--- config.mk ---
export PLATFORM = sky130hd
export DESIGN_NAME = cci_ctrl
export DESIGN_NICKNAME = d
export VERILOG_FILES = /design/src/rtl/cci_pkg.sv /design/src/rtl/cci_ctrl.sv
export VERILOG_INCLUDE_DIRS = /design/src /design/src/rtl
export SDC_FILE = /design/constraint.sdc
export NUM_CORES = 1
export LEC_CHECK = 0
export ABC_AREA = 0
export BUFFER_PORTS_ARGS = -buffer_cell sky130_fd_sc_hd__buf_4
export CAP_MARGIN = 10
export CORE_UTILIZATION = 49
export DETAILED_ROUTE_END_ITERATION = 7
export PLACE_DENSITY_LB_ADDON = 0.2
export SLEW_MARGIN = 40
export SYNTH_ARGS = -nofsm -noshare
export SYNTH_HDL_FRONTEND = slang
export SYNTH_SLANG_ARGS = --single-unit
--- constraint.sdc ---
create_clock -name clock -period 1.93 [get_ports clock]
set_input_delay 0.386 -clock clock [delete_from_list [all_inputs] [get_ports clock]]
set_output_delay 0.386 -clock clock [all_outputs]
set_load 0.1 [all_outputs]
--- src/rtl/cci_consts.svh ---
// Named constants for the processor pin-control block: state codes,
// reset values, interrupt vector layout and strap timing.
// Assumes inclusion by the package and the control module by bare name.
`ifndef CCI_CONSTS_SVH
`define CCI_CONSTS_SVH

// Bus state codes, Gray along idle, pre-T4, T1, T2, T3, T4.
`define CCI_ST_IDLE   3'h6
`define CCI_ST_TPRE   3'h4
`define CCI_ST_T1     3'h0
`define CCI_ST_T2     3'h1
`define CCI_ST_T3     3'h3
`define CCI_ST_T4     3'h2
`define CCI_ST_TW     3'h7

// Interrupt type used for the non-maskable request.
`define CCI_NMI_TYPE  8'h02
// Vector table address is the type times four in a 20-bit space.
`define CCI_VEC_PAD   10'h000
`define CCI_VEC_LOW   2'h0

// Strap capture: mode is taken from the synchronised strap at this count.
`define CCI_STRAP_LAST 2'h2
`define CCI_STRAP_DONE 2'h3
`define CCI_STRAP_INC  2'h1

// Pin levels: a floated strobe or status line is held at logic one.
`define CCI_PIN_ONE   1'h1
`define CCI_PIN_ZERO  1'h0

`endif

--- src/rtl/cci_pkg.sv ---
// Types shared by the processor pin-control block.
// Assumes the constants header sits beside it in rtl/.
`include "cci_consts.svh"

package cci_pkg;

    // Bus cycle sequencer states.
    typedef enum logic [2:0] {
        CCI_IDLE = `CCI_ST_IDLE,
        CCI_TPRE = `CCI_ST_TPRE,
        CCI_T1   = `CCI_ST_T1,
        CCI_T2   = `CCI_ST_T2,
        CCI_T3   = `CCI_ST_T3,
        CCI_T4   = `CCI_ST_T4,
        CCI_TW   = `CCI_ST_TW
    } cci_bus_st_t;

    // A tri-state output pin: level and active-low output enable.
    typedef struct packed {
        logic lvl;
        logic oe_n;
    } cci_pin_t;

    // Interrupt acceptance report towards the core.
    typedef struct packed {
        logic        take;
        logic        is_nmi;
        logic [19:0] vec_addr;
    } cci_irq_t;

    // Whole state of the control module.
    typedef struct packed {
        cci_bus_st_t bus_st;
        logic        cyc_io;
        logic        cyc_wr;
        logic        nxt_pend;
        logic        nxt_io;
        logic        nxt_wr;
        logic        grant;
        cci_pin_t    io_mem;
        cci_pin_t    wr_n;
        logic [1:0]  maskable_irq_sy;
        logic [1:0]  nmi_sy;
        logic        nmi_prev;
        logic        nmi_pend;
        logic [1:0]  test_sy;
        logic [1:0]  rdy_sy;
        logic [1:0]  hold_sy;
        logic [1:0]  mode_sy;
        logic        min_mode;
        logic [1:0]  strap_cnt;
        logic        restart;
        logic        stall;
        logic        done;
        cci_irq_t    irq;
    } cci_state_t;

endpackage
--- src/rtl/cci_ctrl.sv ---
// Pin-level control logic of an 8-bit-bus processor: interrupt inputs,
// wait-for-test, restart after reset, mode strap, bus cycle sequencing,
// minimum-mode memory-or-I/O status and write strobe, bus hold grant.
// Assumes a core on the same clock that signals instruction boundaries
// and bus requests; all pins arrive asynchronously and are synchronised.
//
// Overview of operation
// - Maskable request is a level sampled at boundaries.
// - Accepted maskable request starts an acknowledge (here it is only reported to the core on irq_report, with no acknowledge cycle).
// - Maskable request honoured only with enable flag set.
// - Maskable request synchronised before sampling.
// - Handler address comes from memory vector table.
// - Wait-for-test idles until test input asserted.
// - Test input synchronised on rising clock edge.
// - Non-maskable request fires on low-to-high edge.
// - Non-maskable input synchronised before edge detect.
// - Reset abandons all activity at once.
// - Execution restarts from reset state on release.
// - Mode strap selects minimum or maximum mode.
// - Status line high for I/O, low for memory.
// - Status valid from preceding T4 through final T4.
// - Status line floats at logic one during grant.
// - Write strobe low in T2, T3 and wait states.
// - Write strobe floats at logic one during grant.
// - Bus request answered by grant when bus free.
`timescale 1ns/1ps
`include "cci_consts.svh"

module cci_ctrl (
    // Clock and reset.
    input  wire logic                clock,
    input  wire logic                nrst,
    // Asynchronous device pins.
    input  wire logic                maskable_irq,
    input  wire logic                nmi_pin,
    input  wire logic                test_n_pin,
    input  wire logic                ready_pin,
    input  wire logic                hold_pin,
    input  wire logic                mode_select_input,
    // Core side, same clock.
    input  wire logic                maskable_irq_enable,
    input  wire logic                instr_boundary,
    input  wire logic [7:0]          maskable_irq_type,
    input  wire logic                wait_instr,
    input  wire logic                bus_req,
    input  wire logic                bus_is_io,
    input  wire logic                bus_is_write,
    // Core side results.
    output logic                     bus_accept,
    output logic                     bus_done,
    output cci_pkg::cci_bus_st_t     bus_state,
    output cci_pkg::cci_irq_t        irq_report,
    output logic                     core_stall,
    output logic                     core_restart,
    output logic                     min_mode,
    // Bus control pins.
    output cci_pkg::cci_pin_t        io_mem_pin,
    output cci_pkg::cci_pin_t        write_n_pin,
    output logic                     bus_grant_output
);

    ////////////////////////////////////////////////////////////////////////////
    // State register and its next value.

    cci_pkg::cci_state_t q;          // Registered state.
    cci_pkg::cci_state_t d;          // Next state.
    logic                nmi_edge;   // Rising edge seen on synchronised NMI.
    logic                take_ok;    // Sequencer can accept a new cycle now.
    logic                in_strobe;  // Next state is T2, T3 or a wait state.

    // Reset value of the whole state: bus idle, pins floated high,
    // restart pulse pending so the core starts from its reset state.
    localparam cci_pkg::cci_state_t CCI_RST = '{
        bus_st:    cci_pkg::CCI_IDLE,
        io_mem:    '{lvl: `CCI_PIN_ONE, oe_n: `CCI_PIN_ONE},
        wr_n:      '{lvl: `CCI_PIN_ONE, oe_n: `CCI_PIN_ONE},
        restart:   `CCI_PIN_ONE,
        default:   '0
    };

    ////////////////////////////////////////////////////////////////////////////
    // Next-state logic.

    // Sync stages: the first flop of each pair is read only by the second.
    // A new cycle may only start while idle or while leaving T3/wait
    // with ready, so that the status line is already valid in the T4
    // that precedes it.
    always_comb begin
        d = q;
        // Two-flop synchronisers for every pin input.
        d.maskable_irq_sy  = {q.maskable_irq_sy[0], maskable_irq};
        d.nmi_sy   = {q.nmi_sy[0], nmi_pin};
        d.test_sy  = {q.test_sy[0], test_n_pin};
        d.rdy_sy   = {q.rdy_sy[0], ready_pin};
        d.hold_sy  = {q.hold_sy[0], hold_pin};
        d.mode_sy  = {q.mode_sy[0], mode_select_input};
        d.nmi_prev = q.nmi_sy[1];
        d.restart  = `CCI_PIN_ZERO;
        d.done     = `CCI_PIN_ZERO;

        // Mode strap is caught once, after the synchroniser has filled.
        if (q.strap_cnt == `CCI_STRAP_LAST) begin
            d.min_mode = q.mode_sy[1];
        end
        if (q.strap_cnt != `CCI_STRAP_DONE) begin
            d.strap_cnt = q.strap_cnt + `CCI_STRAP_INC;
        end

        // Acceptance point: idle without a hold, or T3/wait with ready.
        take_ok = 1'b0;
        case (q.bus_st)
            cci_pkg::CCI_IDLE: begin
                take_ok = !q.grant && !q.hold_sy[1];
            end
            cci_pkg::CCI_T3, cci_pkg::CCI_TW: begin
                take_ok = q.rdy_sy[1] && !q.nxt_pend;
            end
            default: begin
                take_ok = 1'b0;
            end
        endcase
        bus_accept = bus_req && take_ok;

        // Bus cycle sequencer.
        case (q.bus_st)
            cci_pkg::CCI_IDLE: begin
                if (bus_accept) begin
                    d.bus_st     = cci_pkg::CCI_TPRE;
                    d.cyc_io     = bus_is_io;
                    d.cyc_wr     = bus_is_write;
                    d.io_mem.lvl = bus_is_io;
                end
            end
            cci_pkg::CCI_TPRE: begin
                d.bus_st = cci_pkg::CCI_T1;
            end
            cci_pkg::CCI_T1: begin
                d.bus_st = cci_pkg::CCI_T2;
            end
            cci_pkg::CCI_T2: begin
                d.bus_st = cci_pkg::CCI_T3;
            end
            cci_pkg::CCI_T3, cci_pkg::CCI_TW: begin
                // Wait states repeat while the synchronised ready is low.
                if (q.rdy_sy[1]) begin
                    d.bus_st = cci_pkg::CCI_T4;
                    if (bus_accept) begin
                        d.nxt_pend   = 1'b1;
                        d.nxt_io     = bus_is_io;
                        d.nxt_wr     = bus_is_write;
                        d.io_mem.lvl = bus_is_io;
                    end
                end else begin
                    d.bus_st = cci_pkg::CCI_TW;
                end
            end
            cci_pkg::CCI_T4: begin
                d.done = 1'b1;
                if (q.nxt_pend) begin
                    d.bus_st   = cci_pkg::CCI_T1;
                    d.cyc_io   = q.nxt_io;
                    d.cyc_wr   = q.nxt_wr;
                    d.nxt_pend = 1'b0;
                end else begin
                    d.bus_st = cci_pkg::CCI_IDLE;
                end
            end
            default: begin
                d.bus_st = cci_pkg::CCI_IDLE;
            end
        endcase

        // Hold grant: given only from idle, dropped when the request falls.
        if (q.grant) begin
            d.grant = q.hold_sy[1];
        end else if (q.bus_st == cci_pkg::CCI_IDLE && q.hold_sy[1]
                     && !bus_req) begin
            d.grant = 1'b1;
        end

        // Write strobe follows the next state, so the pin, which comes
        // from a flop, lines up with the registered bus state.
        in_strobe = (d.bus_st == cci_pkg::CCI_T2) || (d.bus_st == cci_pkg::CCI_T3)
                    || (d.bus_st == cci_pkg::CCI_TW);
        d.wr_n.lvl = !(in_strobe && d.cyc_wr);

        // Float both lines at logic one during grant or in maximum mode.
        d.io_mem.oe_n = d.grant || !d.min_mode;
        d.wr_n.oe_n   = d.grant || !d.min_mode;
        if (d.grant) begin
            d.io_mem.lvl = `CCI_PIN_ONE;
            d.wr_n.lvl   = `CCI_PIN_ONE;
        end

        // Interrupt decision at an instruction boundary.
        nmi_edge   = q.nmi_sy[1] && !q.nmi_prev;
        d.irq.take = 1'b0;
        if (instr_boundary) begin
            if (q.nmi_pend) begin
                // No enable term here: the NMI cannot be masked.
                d.irq.take     = 1'b1;
                d.irq.is_nmi   = 1'b1;
                d.irq.vec_addr = {`CCI_VEC_PAD, `CCI_NMI_TYPE, `CCI_VEC_LOW};
                d.nmi_pend     = 1'b0;
            end else if (q.maskable_irq_sy[1] && maskable_irq_enable) begin
                d.irq.take     = 1'b1;
                d.irq.is_nmi   = 1'b0;
                d.irq.vec_addr = {`CCI_VEC_PAD, maskable_irq_type, `CCI_VEC_LOW};
            end
        end
        // An edge arriving as the pending flag is consumed is kept.
        if (nmi_edge) begin
            d.nmi_pend = 1'b1;
        end

        // Wait-for-test idles while the active-low test pin is high.
        d.stall = wait_instr && q.test_sy[1];
    end

    ////////////////////////////////////////////////////////////////////////////
    // State register.

    // Reset is asynchronous so activity stops at once, mid-cycle or not.
    always_ff @(posedge clock or negedge nrst) begin
        if (!nrst) begin
            q <= CCI_RST;
        end else begin
            q <= d;
        end
    end

    ////////////////////////////////////////////////////////////////////////////
    // Outputs, all from the state register except bus_accept.

    assign bus_done         = q.done;
    assign bus_state        = q.bus_st;
    assign irq_report       = q.irq;
    assign core_stall       = q.stall;
    assign core_restart     = q.restart;
    assign min_mode         = q.min_mode;
    assign io_mem_pin       = q.io_mem;
    assign write_n_pin      = q.wr_n;
    assign bus_grant_output = q.grant;
endmodule

==> reports/qor.txt, run 1 <==
DRC: 0
io pins: 57
synth cell count leaders: dfrtp_1 (34), buf_4 (29), inv_1 (13)
DP HPWL: 1945 um
Clock Pin Slew Worst Setup and Hold Paths: 0.11 ns
Num Clock Sinks: 40
Cell variety after synth: 34
DR WL/cell: 12.00 um
total track usage: 0.1709
terminus of the critical flop-to-flop path: bus_state[1]$_DFF_PN1_
violated checks: negative hold slack, negative setup slack
post-synthesis xor/xnor area fraction: 0.005095
layout cells sized above 1: 0.3737
class of the tightest hold or removal check: in -> async
Post-Synthesis Cells: 150
Netlist Area Pre-Place: 1719 um^2
Crit. End Element: output port
total length of routed wires: 2831 um
Setup violations, final: 1
adder-cell share of the synthesized area: 0.01456
Die H: 61.23 um
async set or reset register ratio after synthesis: 1.000
DRT iter0 DRCs: 63
fmax: 512.1 MHz
crit path capture: bus_accept
R2R Setup Slk: 0.30 ns
outcome: complete, but fails checks
vias in the first global route: 1066
CTS tree: built
CTS root buf: clkbuf_4
Die W: 61.23 um
register bit total from synthesis: 40
top cells by area, synth: dfrtp_1 (49%), buf_4 (13%), dfstp_2 (9.2%), o22ai_1 (3.6%), a22oi_1 (3.1%)
Setup Skew: 0.006685 ns
CP Class: reg -> out
Initial Util: 0.5152
R2R depth: 6
port buffer count: 44
largest family of logic cells by synthesized area: buffers and inverters
most frequent cell after synthesis: dfrtp_1
Crit. Startpoint: bus_grant_output$_DFF_PN0_
critical path peak fanout: 2
PD cells: 1622 nW/um^2
IR drop worst, VDD: 734.6 uV
Area growth syn-to-layout: 20.52%
row count: 21
Die ar.: 3749 um^2
Post-Synth Simple-Gate Area: 0.07715
Core ar.: 3337 um^2
Max-cap violations: 0
Final Worst Setup Slack: -0.02268 ns
global placer's final weighted congestion: 0.7598
RSZ-0062 raised after global routing: true
Syn Area/Cell: 11.46 um^2
Placed Cells: 220
initial antenna violation count: 0
nets: 213
max-slew violation count: 0
Final period util: 1.012
multiplexer share of the synthesized area: 0.01820
Synth top area share: 0.4949
post-synthesis compound-gate area fraction: 0.1317
1st-pass router iterations: 4
worst-case clock buffer depth: 2
Post-Layout Cell Count: 236
Post-synth top flop: dfrtp_1
clock buffer count from CTS: 5
ANT nets after route: 0
Syn. warnings: 0
Arr. time, crit path: 1.57 ns
Req. time, crit path: 1.54 ns
Fillers: 273
clock period minus worst slack: 1.953 ns
share of the yosys chip area belonging to registers: 0.5866
final hold vios: 4
global-route wire length before repair: 4491 um
post-synth top area cell: dfrtp_1
Worst R2R Start: bus_grant_output$_DFF_PN0_
Critical Path Start Type: flip-flop
Ant. Diodes: 0
worst hold slack: -0.006417 ns
vias post-DR: 1130
H-tree Lvls: 2
remaining global-route overflow: 0
leakage: 0.001010 uW
largest net degree at the start of global routing: 41
Skew-Pair Late Insertion Delay: 0.33 ns
pre-CTS WS: 0.2215 ns
Avg Vias per Cell: 4.788
EDFF count, synth: 0
cells in the final DEF (no fill, tap or decap), drive strengths merged:
cell type,Yosys,layout
o311a,1,1
and3,1,1
xnor2,1,1
a21o,1,1
conb,1,13
inv,13,13
mux2i,2,2
o22a,1,1
a31oi,1,1
nor3,1,1
o21ai,5,5
dfrtp,34,34
nand3b,1,1
a21boi,1,1
and2,2,2
nor2,6,6
mux2,1,1
a22oi,7,7
o32ai,1,1
buf,30,53
o22ai,10,10
nand2b,3,3
or3b,1,1
nor2b,1,1
dfstp,6,6
nand3,2,2
clkbuf,3,8
ha,2,2
a21oi,2,2
a22o,1,1
nand2,8,8
flip-flops by register name, indices dropped and copies added (netlist names):
register          flops
bus_state             3
io_mem_pin            1
min_mode              1
core_stall            1
q                    12
write_n_pin           2
core_restart          1
bus_done              1
bus_grant_output      1
irq_report           10
d                     7
layer usage:
layer,part of all wire,up-vias,GRT usage
met3,0.064,2,0.06933
met4,0.0039,0,0.07143
met1,0.41,547,0.1959
li1,-,543,-
met2,0.52,38,0.2842
met5,0,-,0
stage by stage:
stage	TNS (ns)	cell area [um^2]	utilization	total power, uW
3_3_place_gp	0	1932	0.5789	2793
5_1_grt	-0.08754	2072	0.6209	3545
2_1_floorplan	-0.4693	1770	-	2653
3_5_place_dp	0	1932	0.5789	2819
4_1_cts	-0.02945	2041	0.6115	3324
6_report	-0.02268	2072	0.6209	3361
area by class of cell:
type / instances / area [um^2] / share of cell area
Sequential cell: 40 / 1013 / 0.4891
Multi-Input combinational cell: 76 / 483.0 / 0.2331
Timing Repair Buffer: 53 / 410.4 / 0.1981
Clock buffer: 8 / 58.81 / 0.02838
Tap cell: 46 / 57.56 / 0.02778
Inverter: 13 / 48.80 / 0.02355
where the power goes:
part | switching [uW] | total [uW] | internal, uW
combinational | 1300 | 1770 | 469
clock | 238 | 418 | 180
sequential | 142 | 1170 | 1030
worst min-delay path by stage:
stage	start	end	slack (ns)
after CTS	nrst	q[47]$_DFFE_PN0P_	0.004
after global routing	nrst	q[47]$_DFFE_PN0P_	0.01
after floorplan	nrst	bus_done$_DFF_PN0_	0.09
final	nrst	q[47]$_DFFE_PN0P_	-0.006
after global placement	d[39]$_DFF_PN0_	d[37]$_DFF_PN0_	0.33
after detailed placement	d[39]$_DFF_PN0_	d[37]$_DFF_PN0_	0.33
worst max-delay path, cell delays in order, from the launching register on:
cell and delay (ns):
dfrtp_4 0.48, or3b_4 0.39, o32ai_4 0.15, buf_12 0.22
cells by family (layout without fill, tap and decap cells):
logic type | count (synthesis) | count (layout)
buf+inv | 46 | 74
xor+xnor | 1 | 1
flops | 40 | 40
compound gates | 31 | 31
simple gates | 26 | 26
fa+ha+maj | 2 | 2
mux | 3 | 3
other cells | 1 | 13
repair_timing:
item                                    CTS  global route
gates resized for setup                   3             2
hold buffers                              0             0
endpoints found under the setup margin    1             1
setup buffers                             5             3
pin swaps                                 2             0
Power figures use the tool's default switching activity.
==> run 2, diff against run 1 <==
- clock period: 1.93 -> 2 ns (I/O delays scaled with it)
==> reports/qor.txt, run 2 (synthesized netlist as in run 1, its figures left out) <==
outcome: complete, no violations (was complete, but fails checks)
nets: 212 (was 213)
Fillers: 279 (was 273)
max reg flops: 12 (unchanged)
class of the tightest hold or removal check: in -> async (unchanged)
H-tree Lvls: 2 (unchanged)
final hold vios: 0 (was 4)
CTS root buf: clkbuf_4 (unchanged)
Core ar.: 3337 um^2 (unchanged)
vias in the first global route: 1060 (was 1066)
Worst R2R Start: bus_grant_output$_DFF_PN0_ (unchanged)
io pins: 57 (unchanged)
R2R depth: 6 (unchanged)
Setup violations, final: 0 (was 1)
1st-pass router iterations: 4 (unchanged)
total track usage: 0.1734 (was 0.1709)
clock buffer count from CTS: 5 (unchanged)
max-slew violation count: 0 (unchanged)
R2R Setup Slk: 0.37 ns (was 0.30 ns)
global placer's final weighted congestion: 0.7814 (was 0.7598)
Area growth syn-to-layout: 20.09% (was 20.52%)
total length of routed wires: 2847 um (was 2831 um)
global-route wire length before repair: 4560 um (was 4491 um)
Num Clock Sinks: 40 (unchanged)
Die W: 61.23 um (unchanged)
remaining global-route overflow: 0 (unchanged)
Final Worst Setup Slack: 0.02373 ns (was -0.02268 ns)
DRC: 0 (unchanged)
IR drop worst, VDD: 779.4 uV (was 734.6 uV)
Ant. Diodes: 0 (unchanged)
Top reg by flops: q (unchanged)
Die H: 61.23 um (unchanged)
ANT nets after route: 0 (unchanged)
worst-case clock buffer depth: 2 (unchanged)
DP HPWL: 1957 um (was 1945 um)
PD cells: 1569 nW/um^2 (was 1622 nW/um^2)
CTS tree: built (unchanged)
largest net degree at the start of global routing: 41 (unchanged)
setup_tns: 0 ns (was -0.02268 ns)
critical path peak fanout: 2 (unchanged)
vias post-DR: 1135 (was 1130)
CP Class: reg -> out (unchanged)
Max-cap violations: 0 (unchanged)
crit-path cells: or3b_4 -> o32ai_4 -> buf_12 (unchanged)
Final period util: 0.9881
DR WL/cell: 12.11 um (was 12.00 um)
layout cells sized above 1: 0.3704 (was 0.3737)
port buffer count: 44 (unchanged)
Arr. time, crit path: 1.58 ns (was 1.57 ns)
most frequent cells in the layout: buf_4 (51), dfrtp_1 (32), inv_1 (13), conb_1 (13), o22ai_1 (10) (was buf_4 (52), dfrtp_1 (32), inv_1 (13), conb_1 (13), o22ai_1 (10))
fmax: 506.0 MHz
Avg Vias per Cell: 4.830 (was 4.788)
RSZ-0062 raised after global routing: true (unchanged)
Die ar.: 3749 um^2 (unchanged)
clock period minus worst slack: 1.976 ns
row count: 21 (unchanged)
worst hold slack: 0.01696 ns (was -0.006417 ns)
Setup Skew: 0.01161 ns (was 0.006685 ns)
pre-CTS WS: 0.1792 ns (was 0.2215 ns)
Req. time, crit path: 1.60 ns (was 1.54 ns)
initial antenna violation count: 0 (unchanged)
Critical Path Start Type: flip-flop (unchanged)
leakage: 0.001005 uW (was 0.001010 uW)
DRT iter0 DRCs: 84 (was 63)
Crit. End Element: output port (unchanged)
Initial Util: 0.5152 (unchanged)
terminus of the critical flop-to-flop path: bus_state[1]$_DFF_PN1_ (unchanged)
slowest CP cell: dfrtp_4 (unchanged)
Design Power: 3240 uW (was 3361 uW)
Skew-Pair Late Insertion Delay: 0.33 ns (about the same)
CP peak stage delay: 0.49 ns (was 0.48 ns)
leading cell type in the layout, fill and taps excluded: buf_4 (unchanged)
Clock Pin Slew Worst Setup and Hold Paths: 0.11 ns (about the same)
run 2: per-stage QoR:
step             util  instances  cell area (um^2)
6_report       0.6187        235              2064
5_1_grt        0.6187        235              2064
4_1_cts        0.6093        232              2033
3_5_place_dp   0.5767        219              1924
3_3_place_gp   0.5767        219              1924
2_1_floorplan       -        162              1770
run 2: area by class of cell:
cell class,count,area [um^2],area share
Clock buffer,8,58.81,0.02848
Multi-Input combinational cell,76,483.0,0.2339
Timing Repair Buffer,52,402.9,0.1952
Sequential cell,40,1013,0.4909
Tap cell,46,57.56,0.02788
Inverter,13,48.80,0.02364
run 2: routing by layer:
layer / vias up / global-route usage / share of wire
li1: 537 / - / -
met1: 554 / 0.2120 / 0.43
met2: 39 / 0.2702 / 0.50
met3: 5 / 0.05042 / 0.057
met4: 0 / 0.1104 / 0.017
met5: - / 0 / 0
run 2: what timing repair did:
| item | CTS | global route |
|---|---|---|
| buffers inserted | 5 | 3 |
| hold buffers | 0 | 0 |
| resized for setup | 3 | 2 |
| pin swaps | 2 | 1 |
| endpoints found under the setup margin | 1 | 1 |
run 2: how the worst max path moves through the flow:
stage                                          start  slack [ns]                      to
after global routing          bus_state[1]$_DFF_PN1_       -0.04              bus_accept
after global placement                       bus_req        0.19              bus_accept
final                     bus_grant_output$_DFF_PN0_        0.02              bus_accept
after detailed placement                     bus_req        0.18              bus_accept
after floorplan           bus_grant_output$_DFF_PN0_        -0.1  bus_state[1]$_DFF_PN1_
after CTS                 bus_grant_output$_DFF_PN0_      -0.008              bus_accept
run 2: critical path, delay by kind of cell, from the launching register on:
family,cells,cell delay [ns]
flip-flops,1,0.49
buffers and inverters,1,0.22
AND/OR/NAND/NOR,1,0.39
AO/OA/AOI/OAI,1,0.15
run 2: report_power, final:
part / switching [uW] / internal, uW
Sequential: 131 / 993
Combinational: 1260 / 444
Clock: 236 / 174
==> run 3, diff against run 2 <==
- CORE_UTILIZATION: 49 -> 52
- CTS_BUF_LIST: unset -> sky130_fd_sc_hd__clkbuf_8
==> reports/qor.txt, run 3 (synthesized netlist as in run 1, its figures left out) <==
Avg Vias per Cell: 4.938 (was 4.830)
area of the multi-input gates: 475.5 um^2 (was 483.0 um^2)
total track usage: 0.1674 (was 0.1734)
Num Clock Sinks: 40 (unchanged)
clock buffer count from CTS: 5 (unchanged)
P_int: 1736 uW (was 1611 uW)
Top reg by flops: q (unchanged)
remaining global-route overflow: 0 (unchanged)
most frequent cells in the layout: buf_4 (45), dfrtp_1 (33), inv_1 (13), conb_1 (13), o22ai_1 (10) (was buf_4 (51), dfrtp_1 (32), inv_1 (13), conb_1 (13), o22ai_1 (10))
CTS root buf: clkbuf_8 (was clkbuf_4)
switching share of power: 0.4858 (was 0.5028)
Final period util: 0.9719 (was 0.9881)
Clk pwr share: 0.190 (was 0.126)
Area growth syn-to-layout: 19.87% (was 20.09%)
outcome: complete, no violations (unchanged)
nets: 206 (was 212)
Req. time, crit path: 1.60 ns (about the same)
DP HPWL: 1940 um (was 1957 um)
global placer's final weighted congestion: 0.7686 (was 0.7814)
layout cells sized above 1: 0.3552 (was 0.3704)
CP peak stage delay: 0.48 ns (was 0.49 ns)
global-route wire length before repair: 4181 um (was 4560 um)
CP Class: reg -> out (unchanged)
IR drop worst, VDD: 655.5 uV (was 779.4 uV)
port buffer count: 44 (unchanged)
crit path buf inv count: 1 (unchanged)
Setup violations, final: 0 (unchanged)
Die H: 59.50 um (was 61.23 um)
setup_tns: 0 ns (unchanged)
io pins: 57 (unchanged)
CTS tree: built (unchanged)
ANT nets after route: 0 (unchanged)
Flop pwr share: 0.338 (was 0.347)
Post-Layout Cell Count: 227 (was 235)
final hold vios: 0 (unchanged)
Critical Path Start Type: flip-flop (unchanged)
critical path peak fanout: 3 (was 2)
Fillers: 258 (was 279)
H-tree Lvls: 2 (unchanged)
Die ar.: 3540 um^2 (was 3749 um^2)
Ant. Diodes: 0 (unchanged)
largest net degree at the start of global routing: 41 (unchanged)
class of the tightest hold or removal check: in -> async (unchanged)
worst-case clock buffer depth: 2 (unchanged)
Max-cap violations: 0 (unchanged)
Skew-Pair Late Insertion Delay: 0.29 ns (was 0.33 ns)
final instance area: 2061 um^2 (was 2064 um^2)
Crit. End Element: output port (unchanged)
Core ar.: 3103 um^2 (was 3337 um^2)
total length of routed wires: 2723 um (was 2847 um)
max-slew violation count: 0 (unchanged)
clock period minus worst slack: 1.944 ns (was 1.976 ns)
Arr. time, crit path: 1.54 ns (was 1.58 ns)
Initial Util: 0.5540 (was 0.5152)
vias post-DR: 1121 (was 1135)
slowest CP cell: dfrtp_4 (unchanged)
crit-path cells: or3b_4 -> o32ai_4 -> buf_12 (unchanged)
DRC: 0 (unchanged)
row count: 20 (was 21)
initial antenna violation count: 0 (unchanged)
PD cells: 1639 nW/um^2 (was 1569 nW/um^2)
Placed Cells: 217 (was 219)
fmax: 514.5 MHz (was 506.0 MHz)
CP top delay family: flip-flops (unchanged)
logic gate share of total power: 0.471 (was 0.527)
Placed Area: 1922 um^2 (was 1924 um^2)
DRT iter0 DRCs: 82 (was 84)
Register Area: 1012 um^2 (was 1013 um^2)
max reg flops: 12 (unchanged)
Setup Skew: 0.003615 ns (was 0.01161 ns)
1st-pass router iterations: 4 (unchanged)
Clock Pin Slew Worst Setup and Hold Paths: 0.07 ns (was 0.11 ns)
NetSw: 1641 uW (was 1629 uW)
leakage: 0.0009985 uW (was 0.001005 uW)
Die W: 59.50 um (was 61.23 um)
vias in the first global route: 1000 (was 1060)
DR WL/cell: 12.00 um (was 12.11 um)
leading cell type in the layout, fill and taps excluded: buf_4 (unchanged)
[run 3: changes by cell type in the layout (fill, tap and decap cells not counted), sizes merged]
cell | before | now
buf | 52 | 46
bufinv | 0 | 1
clkbuf | 8 | 5
clkinv | 0 | 1
clkinvlp | 0 | 1
[run 3: repair_timing]
action / 4_1_cts / 5_1_grt
hold buffers: 0 / 0
pin swaps: 1 / 1
buffers inserted: 1 / 1
resized for setup: 3 / 0
setup endpoints to repair: 1 / 1
[run 3: metal layers]
metal	wire length, um	track usage	share of wire	vias up
met5	0	0	0	-
met4	58	0.08970	0.021	0
met3	220	0.05895	0.081	6
met2	1333	0.2761	0.49	56
met1	1112	0.1907	0.41	538
li1	-	-	-	521
[run 3: power groups by stage]
stage               Combinational [uW]  Sequential (uW)  Clock (uW)
floorplan                         1340             1220           0
global placement                  1550             1140           0
detailed placement                1560             1160           0
CTS                               1580             1140         658
global route                      1650             1160         680
finish                            1590             1140         643
[run 3: final timing paths]
kind                                       startpoint                    endpoint  slack, ns  depth (start not counted)
max in group asynchronous                        nrst  bus_grant_output$_DFF_PN0_       1.57                          1
hold / removal                                   nrst   irq_report[2]$_DFFE_PN0P_       0.06                          1
min in group clock                       maskable_irq             d[41]$_DFF_PN0_       0.21                          1
setup / recovery           bus_grant_output$_DFF_PN0_                  bus_accept       0.06                          3
hold reg to reg                       d[31]$_DFF_PN0_             q[31]$_DFF_PN0_       0.35                          0
setup reg to reg           bus_grant_output$_DFF_PN0_   io_mem_pin[1]$_DFFE_PN1P_       0.45                          5
[run 3: layout make-up]
cell class,instances,area share
sequential,40,0.4912
clock inverter,3,0.02064
clock buffer,5,0.03339
multi-input combinational,76,0.2307
timing repair buffer,46,0.1736
tap,44,0.02672
inverter,13,0.02368
[run 3: per-stage QoR]
stage | setup slack, ns | util | power, uW | hold WS [ns]
finish | 0.05624 | 0.6641 | 3377 | 0.06272
global route | -0.001297 | 0.6641 | 3493 | 0.09927
CTS | 0.006376 | 0.6617 | 3386 | 0.07114
detailed placement | 0.1833 | 0.6194 | 2716 | 0.3379
global placement | 0.1950 | 0.6194 | 2688 | 0.3328
floorplan | -0.09704 | - | 2560 | 0.1044
[run 3: worst register-to-register path, delay by kind of cell (launching register included)]
kind / cells / cell delay (ns)
muxes: 1 / 0.18
and+or+nand+nor: 2 / 0.46
DFF: 1 / 0.48
buffers and inverters: 1 / 0.19
AOI/OAI and AO/OA: 1 / 0.17
